File: src/edr_pkg.sv
// Constants, register map and state types of the debug read leaf block.
// Assumes a 32-bit register port and a page map lookup on the same clock.
package edr_pkg;

   // -------------------------------------------------------------
   // Leaf code and page types
   // -------------------------------------------------------------
   localparam logic [31:0] LEAF_DEBUG_READ = 32'h0000_0004;
   localparam logic [7:0] regular_page_type = 8'h00;
   localparam logic [7:0] thread_control_page_type = 8'h01;
   localparam logic [7:0] version_array_page_type = 8'h02;
   localparam logic [7:0] shadow_stack_first_type = 8'h03;
   localparam logic [7:0] shadow_stack_rest_type = 8'h04;
   localparam logic [7:0] enclave_control_page_type = 8'h05;
   localparam logic [63:0] VA_SLOT_MASK = 64'h0000_0000_0000_0007;
   localparam logic [63:0] PAGE_OFFSET_MASK = 64'h0000_0000_0000_0FFF;
   localparam logic [63:0] ALL_ONES = 64'hFFFF_FFFF_FFFF_FFFF;

   // -------------------------------------------------------------
   // Register byte addresses
   // -------------------------------------------------------------
   localparam logic [7:0] REG_LEAF = 8'h00;
   localparam logic [7:0] REG_ADDR_LO = 8'h04;
   localparam logic [7:0] REG_ADDR_HI = 8'h08;
   localparam logic [7:0] REG_CTRL = 8'h0C;
   localparam logic [7:0] REG_DATA_LO = 8'h10;
   localparam logic [7:0] REG_DATA_HI = 8'h14;
   localparam logic [7:0] REG_STATUS = 8'h18;
   localparam logic [7:0] REG_FLAGS = 8'h1C;
   localparam logic [7:0] REG_IRQ_STATUS = 8'h20;
   localparam logic [7:0] REG_IRQ_ENABLE = 8'h24;
   localparam logic [7:0] REG_IRQ_CLEAR = 8'h28;

   // -------------------------------------------------------------
   // Field positions
   // -------------------------------------------------------------
   localparam int CTRL_START = 0;
   localparam int CTRL_LMA = 1;
   localparam int CTRL_CSL = 2;
   localparam int FLAG_ZF = 0;
   localparam int FLAG_CF = 1;
   localparam int FLAG_PF = 2;
   localparam int FLAG_AF = 3;
   localparam int FLAG_OF = 4;
   localparam int FLAG_SF = 5;
   localparam int FLAG_BUSY = 8;
   localparam int FLAG_GP = 9;
   localparam int FLAG_PFLT = 10;
   localparam int IRQ_DONE = 0;
   localparam int IRQ_NDBG = 1;
   localparam int IRQ_GP = 2;
   localparam int IRQ_PF = 3;
   localparam int IRQ_BITS = 4;

   // -------------------------------------------------------------
   // State
   // -------------------------------------------------------------
   typedef enum logic [0:0] {
      ST_IDLE = 1'b0,
      ST_LOOKUP = 1'b1
   } edr_state_t;

endpackage

File: src/edr_debug_read.sv
// Debug read leaf of the enclave system instruction, with register port.
// Assumes the page map, segment unit and cache memory answer one lookup
// on clk_sys, holding lookup_ack high for one cycle with all answers.
//
// What this block does
// [RQ1] Runs the debug read when leaf code 04H is in the leaf register.
// [RQ2] Moves eight bytes in wide mode, four otherwise; width fixed.
// [RQ3] Wide mode flag is long mode active AND code segment long.
// [RQ4] Misaligned address (8 wide, 4 narrow) gives protection fault 0.
// [RQ5] Address outside protected page cache gives page fault on it.
// [RQ6] Concurrent modifier of the same map entry gives protection fault.
// [RQ7] Map entry valid bit clear gives page fault.
// [RQ8] Page fault unless type regular, thread, version, shadow stack.
// [RQ9] Pending or modified: zero flag set, not-debuggable code, no read.
// [RQ10] Thread page offset at or above size limit gives protection fault.
// [RQ11] Regular or thread page of non-debug enclave gives protection fault.
// [RQ12] Regular or thread page: copy 64 bits wide, 32 bits to low half.
// [RQ13] Version page: mask low three bits, return all ones or zero.
// [RQ14] Success writes zero status and clears the zero flag.
// [RQ15] Success and not-debuggable clear carry, parity, aux, overflow, sign.
// [RQ16] Page read, write, execute permissions are ignored.
// [RQ17] Wide mode non-canonical address gives protection fault.
// [RQ18] Unusable data segment or limit violation gives protection fault.
// [RQ19] Checks run in fixed order; first failure wins; faults keep data.
`timescale 1ns/100ps
module edr_debug_read #(
   parameter int VA_BITS = 48,
   parameter logic [11:0] TCS_LIMIT = 12'h100,
   parameter logic [31:0] NOT_DEBUGGABLE_CODE = 32'h0000_0001
) (
   // Clock and reset
   input wire logic clk_sys,
   input wire logic reset,
   // Register port
   input wire logic [7:0] reg_addr,
   input wire logic [31:0] reg_wdata,
   input wire logic reg_write,
   input wire logic reg_read,
   output logic [31:0] reg_rdata,
   // Page map lookup
   output logic lookup_req,
   output logic [63:0] lookup_addr,
   input wire logic lookup_ack,
   input wire logic seg_fault,
   input wire logic in_cache,
   input wire logic entry_conflict,
   input wire logic entry_valid,
   input wire logic [7:0] entry_type,
   input wire logic entry_pending,
   input wire logic entry_modified,
   input wire logic owner_debug,
   input wire logic [63:0] mem_data,
   // Fault reporting and event interrupt
   output logic gp_fault,
   output logic page_fault,
   output logic [63:0] fault_addr,
   output logic irq
);

   // -------------------------------------------------------------
   // State
   // -------------------------------------------------------------
   typedef struct packed {
      edr_pkg::edr_state_t state;
      logic [31:0] leaf;
      logic [63:0] addr;
      logic lma;
      logic csl;
      logic [63:0] data;
      logic [31:0] status;
      logic [5:0] flags;
      logic gp;
      logic pf;
      logic [63:0] faddr;
      logic [edr_pkg::IRQ_BITS-1:0] irq_stat;
      logic [edr_pkg::IRQ_BITS-1:0] irq_en;
      logic [31:0] rdata;
   } edr_regs_t;

   edr_regs_t s;
   edr_regs_t next_s;

   function automatic logic hit(input logic [7:0] a, input logic [7:0] r);
      return a == r;
   endfunction

   logic wide;
   logic start_wide;
   logic misaligned;
   logic canonical;
   logic type_ok;
   logic is_reg_tcs;
   logic start_req;
   logic [63:0] va_val;
   logic [edr_pkg::IRQ_BITS-1:0] ev;

   assign wide = s.lma & s.csl; // [RQ3]
   // The starting write carries the mode bits, so its own checks use them
   assign start_wide = reg_wdata[edr_pkg::CTRL_LMA]
                       & reg_wdata[edr_pkg::CTRL_CSL]; // [RQ3]
   // Alignment width follows the mode flag only, never an override
   assign misaligned = start_wide ? (s.addr[2:0] != 3'h0)
                                  : (s.addr[1:0] != 2'h0); // [RQ4]
   assign canonical = (&s.addr[63:VA_BITS-1])
                      | ~(|s.addr[63:VA_BITS-1]); // [RQ17]
   assign type_ok = entry_type == edr_pkg::regular_page_type
                    || entry_type == edr_pkg::thread_control_page_type
                    || entry_type == edr_pkg::version_array_page_type
                    || entry_type == edr_pkg::shadow_stack_first_type
                    || entry_type == edr_pkg::shadow_stack_rest_type; // [RQ8]
   assign is_reg_tcs = entry_type == edr_pkg::regular_page_type
                       || entry_type == edr_pkg::thread_control_page_type;
   assign va_val = mem_data & ~edr_pkg::VA_SLOT_MASK; // [RQ13]
   assign start_req = reg_write && hit(reg_addr, edr_pkg::REG_CTRL)
                      && reg_wdata[edr_pkg::CTRL_START]
                      && s.state == edr_pkg::ST_IDLE
                      && s.leaf == edr_pkg::LEAF_DEBUG_READ; // [RQ1]

   // -------------------------------------------------------------
   // Next state
   // -------------------------------------------------------------
   always_comb begin
      next_s = s;
      ev = '0;
      next_s.gp = 1'b0;
      next_s.pf = 1'b0;
      // Operand registers are frozen while a lookup is outstanding
      if (reg_write && s.state == edr_pkg::ST_IDLE) begin
         if (hit(reg_addr, edr_pkg::REG_LEAF)) begin
            next_s.leaf = reg_wdata;
         end
         if (hit(reg_addr, edr_pkg::REG_ADDR_LO)) begin
            next_s.addr[31:0] = reg_wdata;
         end
         if (hit(reg_addr, edr_pkg::REG_ADDR_HI)) begin
            next_s.addr[63:32] = reg_wdata;
         end
         if (hit(reg_addr, edr_pkg::REG_CTRL)) begin
            next_s.lma = reg_wdata[edr_pkg::CTRL_LMA];
            next_s.csl = reg_wdata[edr_pkg::CTRL_CSL];
         end
      end
      if (reg_write && hit(reg_addr, edr_pkg::REG_IRQ_ENABLE)) begin
         next_s.irq_en = reg_wdata[edr_pkg::IRQ_BITS-1:0];
      end
      unique case (s.state)
         edr_pkg::ST_IDLE: begin
            if (start_req) begin
               // Address-only checks decide before any lookup
               if (start_wide && !canonical) begin
                  ev[edr_pkg::IRQ_GP] = 1'b1; // [RQ17]
               end else if (misaligned) begin
                  ev[edr_pkg::IRQ_GP] = 1'b1; // [RQ4] [RQ19]
               end else begin
                  next_s.state = edr_pkg::ST_LOOKUP;
               end
            end
         end
         edr_pkg::ST_LOOKUP: begin
            if (lookup_ack) begin
               next_s.state = edr_pkg::ST_IDLE;
               // Permission bits of the entry are not even an input
               if (seg_fault) begin
                  ev[edr_pkg::IRQ_GP] = 1'b1; // [RQ18] [RQ16]
               end else if (!in_cache) begin
                  ev[edr_pkg::IRQ_PF] = 1'b1; // [RQ5]
               end else if (entry_conflict) begin
                  ev[edr_pkg::IRQ_GP] = 1'b1; // [RQ6]
               end else if (!entry_valid) begin
                  ev[edr_pkg::IRQ_PF] = 1'b1; // [RQ7]
               end else if (!type_ok) begin
                  ev[edr_pkg::IRQ_PF] = 1'b1; // [RQ8]
               end else if (entry_pending || entry_modified) begin
                  ev[edr_pkg::IRQ_NDBG] = 1'b1; // [RQ9]
                  next_s.status = NOT_DEBUGGABLE_CODE;
                  next_s.flags = '0; // [RQ15]
                  next_s.flags[edr_pkg::FLAG_ZF] = 1'b1;
               end else if (entry_type == edr_pkg::thread_control_page_type
                  && (s.addr & edr_pkg::PAGE_OFFSET_MASK)
                     >= {52'h0, TCS_LIMIT}) begin
                  ev[edr_pkg::IRQ_GP] = 1'b1; // [RQ10]
               end else if (is_reg_tcs && !owner_debug) begin
                  ev[edr_pkg::IRQ_GP] = 1'b1; // [RQ11] [RQ19]
               end else begin
                  ev[edr_pkg::IRQ_DONE] = 1'b1;
                  if (is_reg_tcs) begin
                     if (wide) begin
                        next_s.data = mem_data; // [RQ12] [RQ2]
                     end else begin
                        next_s.data[31:0] = mem_data[31:0]; // [RQ12]
                     end
                  end else if (wide) begin
                     next_s.data = (va_val != '0) ? edr_pkg::ALL_ONES
                                                  : '0; // [RQ13]
                  end else begin
                     next_s.data[31:0] = (va_val != '0)
                        ? edr_pkg::ALL_ONES[31:0] : 32'h0000_0000; // [RQ13]
                  end
                  next_s.status = '0; // [RQ14]
                  next_s.flags = '0; // [RQ14] [RQ15]
               end
            end
         end
      endcase
      next_s.gp = ev[edr_pkg::IRQ_GP];
      next_s.pf = ev[edr_pkg::IRQ_PF];
      if (ev[edr_pkg::IRQ_GP] || ev[edr_pkg::IRQ_PF]) begin
         next_s.faddr = s.addr;
      end
      // A clear and a new event in one cycle leave the bit set
      if (reg_write && hit(reg_addr, edr_pkg::REG_IRQ_CLEAR)) begin
         next_s.irq_stat = s.irq_stat & ~reg_wdata[edr_pkg::IRQ_BITS-1:0];
      end
      next_s.irq_stat = next_s.irq_stat | ev;
      // Read data stands only in the cycle after the strobe
      next_s.rdata = '0;
      if (reg_read) begin
         unique case (1'b1)
            hit(reg_addr, edr_pkg::REG_LEAF): next_s.rdata = s.leaf;
            hit(reg_addr, edr_pkg::REG_ADDR_LO): next_s.rdata = s.addr[31:0];
            hit(reg_addr, edr_pkg::REG_ADDR_HI):
               next_s.rdata = s.addr[63:32];
            hit(reg_addr, edr_pkg::REG_CTRL): begin
               next_s.rdata[edr_pkg::CTRL_LMA] = s.lma;
               next_s.rdata[edr_pkg::CTRL_CSL] = s.csl;
            end
            hit(reg_addr, edr_pkg::REG_DATA_LO): next_s.rdata = s.data[31:0];
            hit(reg_addr, edr_pkg::REG_DATA_HI):
               next_s.rdata = s.data[63:32];
            hit(reg_addr, edr_pkg::REG_STATUS): next_s.rdata = s.status;
            hit(reg_addr, edr_pkg::REG_FLAGS): begin
               next_s.rdata[5:0] = s.flags;
               next_s.rdata[edr_pkg::FLAG_BUSY] =
                  s.state == edr_pkg::ST_LOOKUP;
               next_s.rdata[edr_pkg::FLAG_GP] = s.irq_stat[edr_pkg::IRQ_GP];
               next_s.rdata[edr_pkg::FLAG_PFLT] =
                  s.irq_stat[edr_pkg::IRQ_PF];
            end
            hit(reg_addr, edr_pkg::REG_IRQ_STATUS):
               next_s.rdata[edr_pkg::IRQ_BITS-1:0] = s.irq_stat;
            hit(reg_addr, edr_pkg::REG_IRQ_ENABLE):
               next_s.rdata[edr_pkg::IRQ_BITS-1:0] = s.irq_en;
            default: next_s.rdata = '0;
         endcase
      end
   end

   always_ff @(posedge clk_sys) begin
      if (reset) begin
         s <= '0;
      end else begin
         s <= next_s;
      end
   end

   // -------------------------------------------------------------
   // Outputs
   // -------------------------------------------------------------
   assign reg_rdata = s.rdata;
   assign lookup_req = s.state == edr_pkg::ST_LOOKUP;
   assign lookup_addr = s.addr;
   assign gp_fault = s.gp;
   assign page_fault = s.pf;
   assign fault_addr = s.faddr;
   assign irq = |(s.irq_stat & s.irq_en);
endmodule

File: config.mk
export PLATFORM = sky130hd
export DESIGN_NAME = edr_debug_read
export DESIGN_NICKNAME = d
export VERILOG_FILES = /design/src/edr_pkg.sv /design/src/edr_debug_read.sv
export SDC_FILE = /design/constraint.sdc
export NUM_CORES = 1
export LEC_CHECK = 0
export BUFFER_PORTS_ARGS = -buffer_cell sky130_fd_sc_hd__buf_4
export CAP_MARGIN = 20
export CORE_ASPECT_RATIO = 1.5
export CORE_UTILIZATION = 27
export CTS_BUF_LIST = sky130_fd_sc_hd__clkbuf_4 sky130_fd_sc_hd__clkbuf_8 sky130_fd_sc_hd__clkbuf_16
export DETAILED_ROUTE_END_ITERATION = 8
export PLACE_DENSITY = 0.51
export SETUP_SLACK_MARGIN = 0.5
export SYNTH_ARGS = -nofsm -noshare
export SYNTH_HDL_FRONTEND = slang
export SYNTH_SLANG_ARGS = --single-unit
export TNS_END_PERCENT = 20
File: constraint.sdc
create_clock -name clk_sys -period 2.9 [get_ports clk_sys]
set_input_delay 0.29 -clock clk_sys [delete_from_list [all_inputs] [get_ports clk_sys]]
set_output_delay 0.29 -clock clk_sys [all_outputs]
set_load 0.005 [all_outputs]
==> metrics <==
PortBufs=around 290; Initial Util=0.275; CTS Root Cell=clkbuf_16; WP buf/inv=3; worst slew pin tran=roughly 700 ps; total nets after synthesis=between 1,500 and 2,000; reg-to-reg slack, setup=roughly 600 ps; Area growth syn-to-layout=27.8%; Max stage delay on crit path=530 ps; area share of the largest cell type after synthesis=0.427; Pre-antenna DRT Iters=5; Die W=about 180 um; crit start category=flop; diode count=0; Overflow after GRT=0; # clock sinks=between 200 and 300; Hold Path End=s[195]; unrepaired setup endpoints after global routing=false; Core ar.=between 40,000 and 50,000 um^2; antenna violations before repair=1; Seq cells post-synth=270; Reg clk slew, reported paths=60 ps; Vias/cell=approximately 4.8; via count=11,000; drt drc=0; chip height=around 270 um; crit path DAT=roughly 2800 ps; Crit Path Class=flop to flop; hpwl dp=about 34,000 um; Placer Congestion=between 0.8 and 0.9; fin. max-slew vios=0; reg2reg start=lookup_addr[2]; critical path peak fanout=20; most common cell in the synthesized netlist=nand2_1; Total GRT Usage=0.183; total chip power=approximately 8 mW; Final setup viols=0; R2R Path End=fault_addr[19]; setup tns final=0 ps; maximum clock rate=roughly 0.43 GHz; leakage dissipation=6.14 nW; Syn Area/Cell=8.33 um^2; Core Rows=96; CP most frequent cell=buf_4; Synth cell types=49; CTS tree=done; htree depth=1; Worst path top cell family by delay=simple AND/OR/NAND/NOR gates; vias in the first global route=10,700; most instantiated cells after synthesis=nand2_1 (314), dfxtp_1 (270), buf_4 (163), nand2b_1 (137), a21oi_1 (127); CTS Buffer Depth=3; first-pass GRT wire length=approximately 67,000 um; number of buffers created by CTS=30; post-route minimum period=~2300 ps; post-layout util=0.352; WP data required=around 3400 ps; synth warn=0; Hold Crit Class=primary input to flop; Reg2Reg Depth=9; Seq/Total Area, Yosys=0.427; Tcrit/Tclk final=0.793; post-route clock skew=between 10 and 15 ps; routed len/inst=between 15 and 20 um; run status=finished clean; post-synthesis async set-or-reset flop share=0; hold path depth=3; largest net degree at the start of global routing=roughly 160; post-synthesis cell count=roughly 1,500; dpl ws=approximately 280 ps; Final nets=roughly 1,800; full die area=47,800 um^2; worst-path cell chain=nor3_1, buf_4, nand4_1, nor4_4, buf_4, or3_4, o22a_4, buf_12, mux2i_1; Detailed Route Iter0 Violations=approximately 650; fin worst setup slack=~600 ps; Pwr Density=490 nW/um^2; Hold Startpoint=mem_data[51]; Total Wirelength=between 40,000 and 50,000 um; share of cells above drive strength 1=0.241; Post-synth EDFFs=0; max-cap violations=0; final hold slack=between 20 and 25 ps; Crit-path slowest cell=dfxtp_1; Synth area leader=dfxtp_1; synth top area cells=dfxtp_1 (43%), buf_4 (9.7%), nand2_1 (9.3%); Top FF cell, synth=dfxtp_1; Final ANT Viol Nets=0; maximum VDD drop=between 500 and 600 uV; I/O pin cnt=around 290; post-CTS setup buffer count=0; final hold vios=0; relative slew slack=0.527; Worst Setup End Kind=flop; fillers=slightly below 5,000; clock latency on the worst-skew pair=approximately 560 ps; Synth Cell Area=roughly 13,000 um^2
final cells by class:
| cell class | count | area [um^2] | area share |
|---|---|---|---|
| multi-input combinational | 984 | 5660 | 0.349 |
| sequential | 270 | 5410 | 0.334 |
| timing repair buffer | 407 | 3400 | 0.210 |
| clock buffer | 44 | 905 | 0.0559 |
| tap | 588 | 736 | 0.0454 |
| clock inverter | 11 | 73.8 | 0.00456 |
| inverter | 2 | 7.51 | 0.000464 |
cells by family (layout without fill, tap and decap cells):
family / after synthesis / count (layout) / share of synthesized area
simple gates: 626 / 626 / 0.234
compound gates: 281 / 281 / 0.144
flops: 270 / 270 / 0.427
buf+inv: 267 / 464 / 0.134
mux: 77 / 77 / 0.0609
metal layers:
| layer | share of wire | wire [um] | up-vias | GRT usage |
|---|---|---|---|---|
| met5 | 0.00029 | 13 | - | 0 |
| met4 | 0.035 | 1570 | 2 | 0.0724 |
| met3 | 0.051 | 2260 | 79 | 0.0234 |
| met2 | 0.49 | 21700 | 336 | 0.309 |
| met1 | 0.43 | 19100 | 5174 | 0.232 |
| li1 | - | - | 5382 | - |
cells in the final DEF (no fill, tap or decap), drive strengths merged, types with 8 or more instances in the layout:
cell type,count
a31oi,14
clkbuf,45
nor4,30
a21oi,127
nor2b,8
nor3,14
a22oi,25
mux2i,76
nand2b,137
a22o,15
dlygate4sd3,76
a211oi,68
nand4,10
a221oi,19
dfxtp,270
buf,330
nand2,314
nor2,84
what timing repair did:
action | CTS | global route
hold endpoints to repair | 127 | 0
hold buffers | 76 | 0
gates resized for setup | 7 | 4
setup endpoints to repair | 65 | 115
worst max path at each step:
stage | from | depth (start not counted) | endpoint | slack (ps)
6_report | lookup_addr[2] | 9 | fault_addr[19] | 600
5_1_grt | s[304] | 6 | fault_addr[27] | 520
4_1_cts | lookup_addr[0] | 9 | fault_addr[36] | 510
3_5_place_dp | lookup_addr[54] | 8 | fault_addr[59] | 280
3_3_place_gp | lookup_addr[54] | 8 | fault_addr[1] | 310
2_1_floorplan | reg_addr[7] | 8 | s[32] | 930
per-stage QoR:
step                area [um^2]  std cells
floorplan                 12700       1521
global placement          14400       2175
detailed placement        14400       2175
CTS                       16200       2306
global route              16200       2306
finish                    16200       2306
sequential cells by signal (all words and copies together), names as in the netlist:
register     cells
lookup_addr     64
gp_fault         1
page_fault       1
fault_addr      64
s              107
reg_rdata       32
lookup_req       1
power by group:
| part | internal [mW] | leakage [nW] | switching (mW) | total [mW] |
|---|---|---|---|---|
| Clock | 2.17 | 0.488 | 1.61 | 3.78 |
| Combinational | 0.232 | 3.48 | 0.205 | 0.437 |
| Sequential | 3.71 | 2.18 | 0.00278 | 3.71 |
worst register-to-register path: stages, from the launching register on:
cell and delay, ps:
dfxtp_1 530, nor3_1 100, buf_4 170, nand4_1 140, nor4_4 60, buf_4 140
or3_4 430, o22a_4 270, buf_12 200, mux2i_1 200
(Power assumes the default switching activity.)
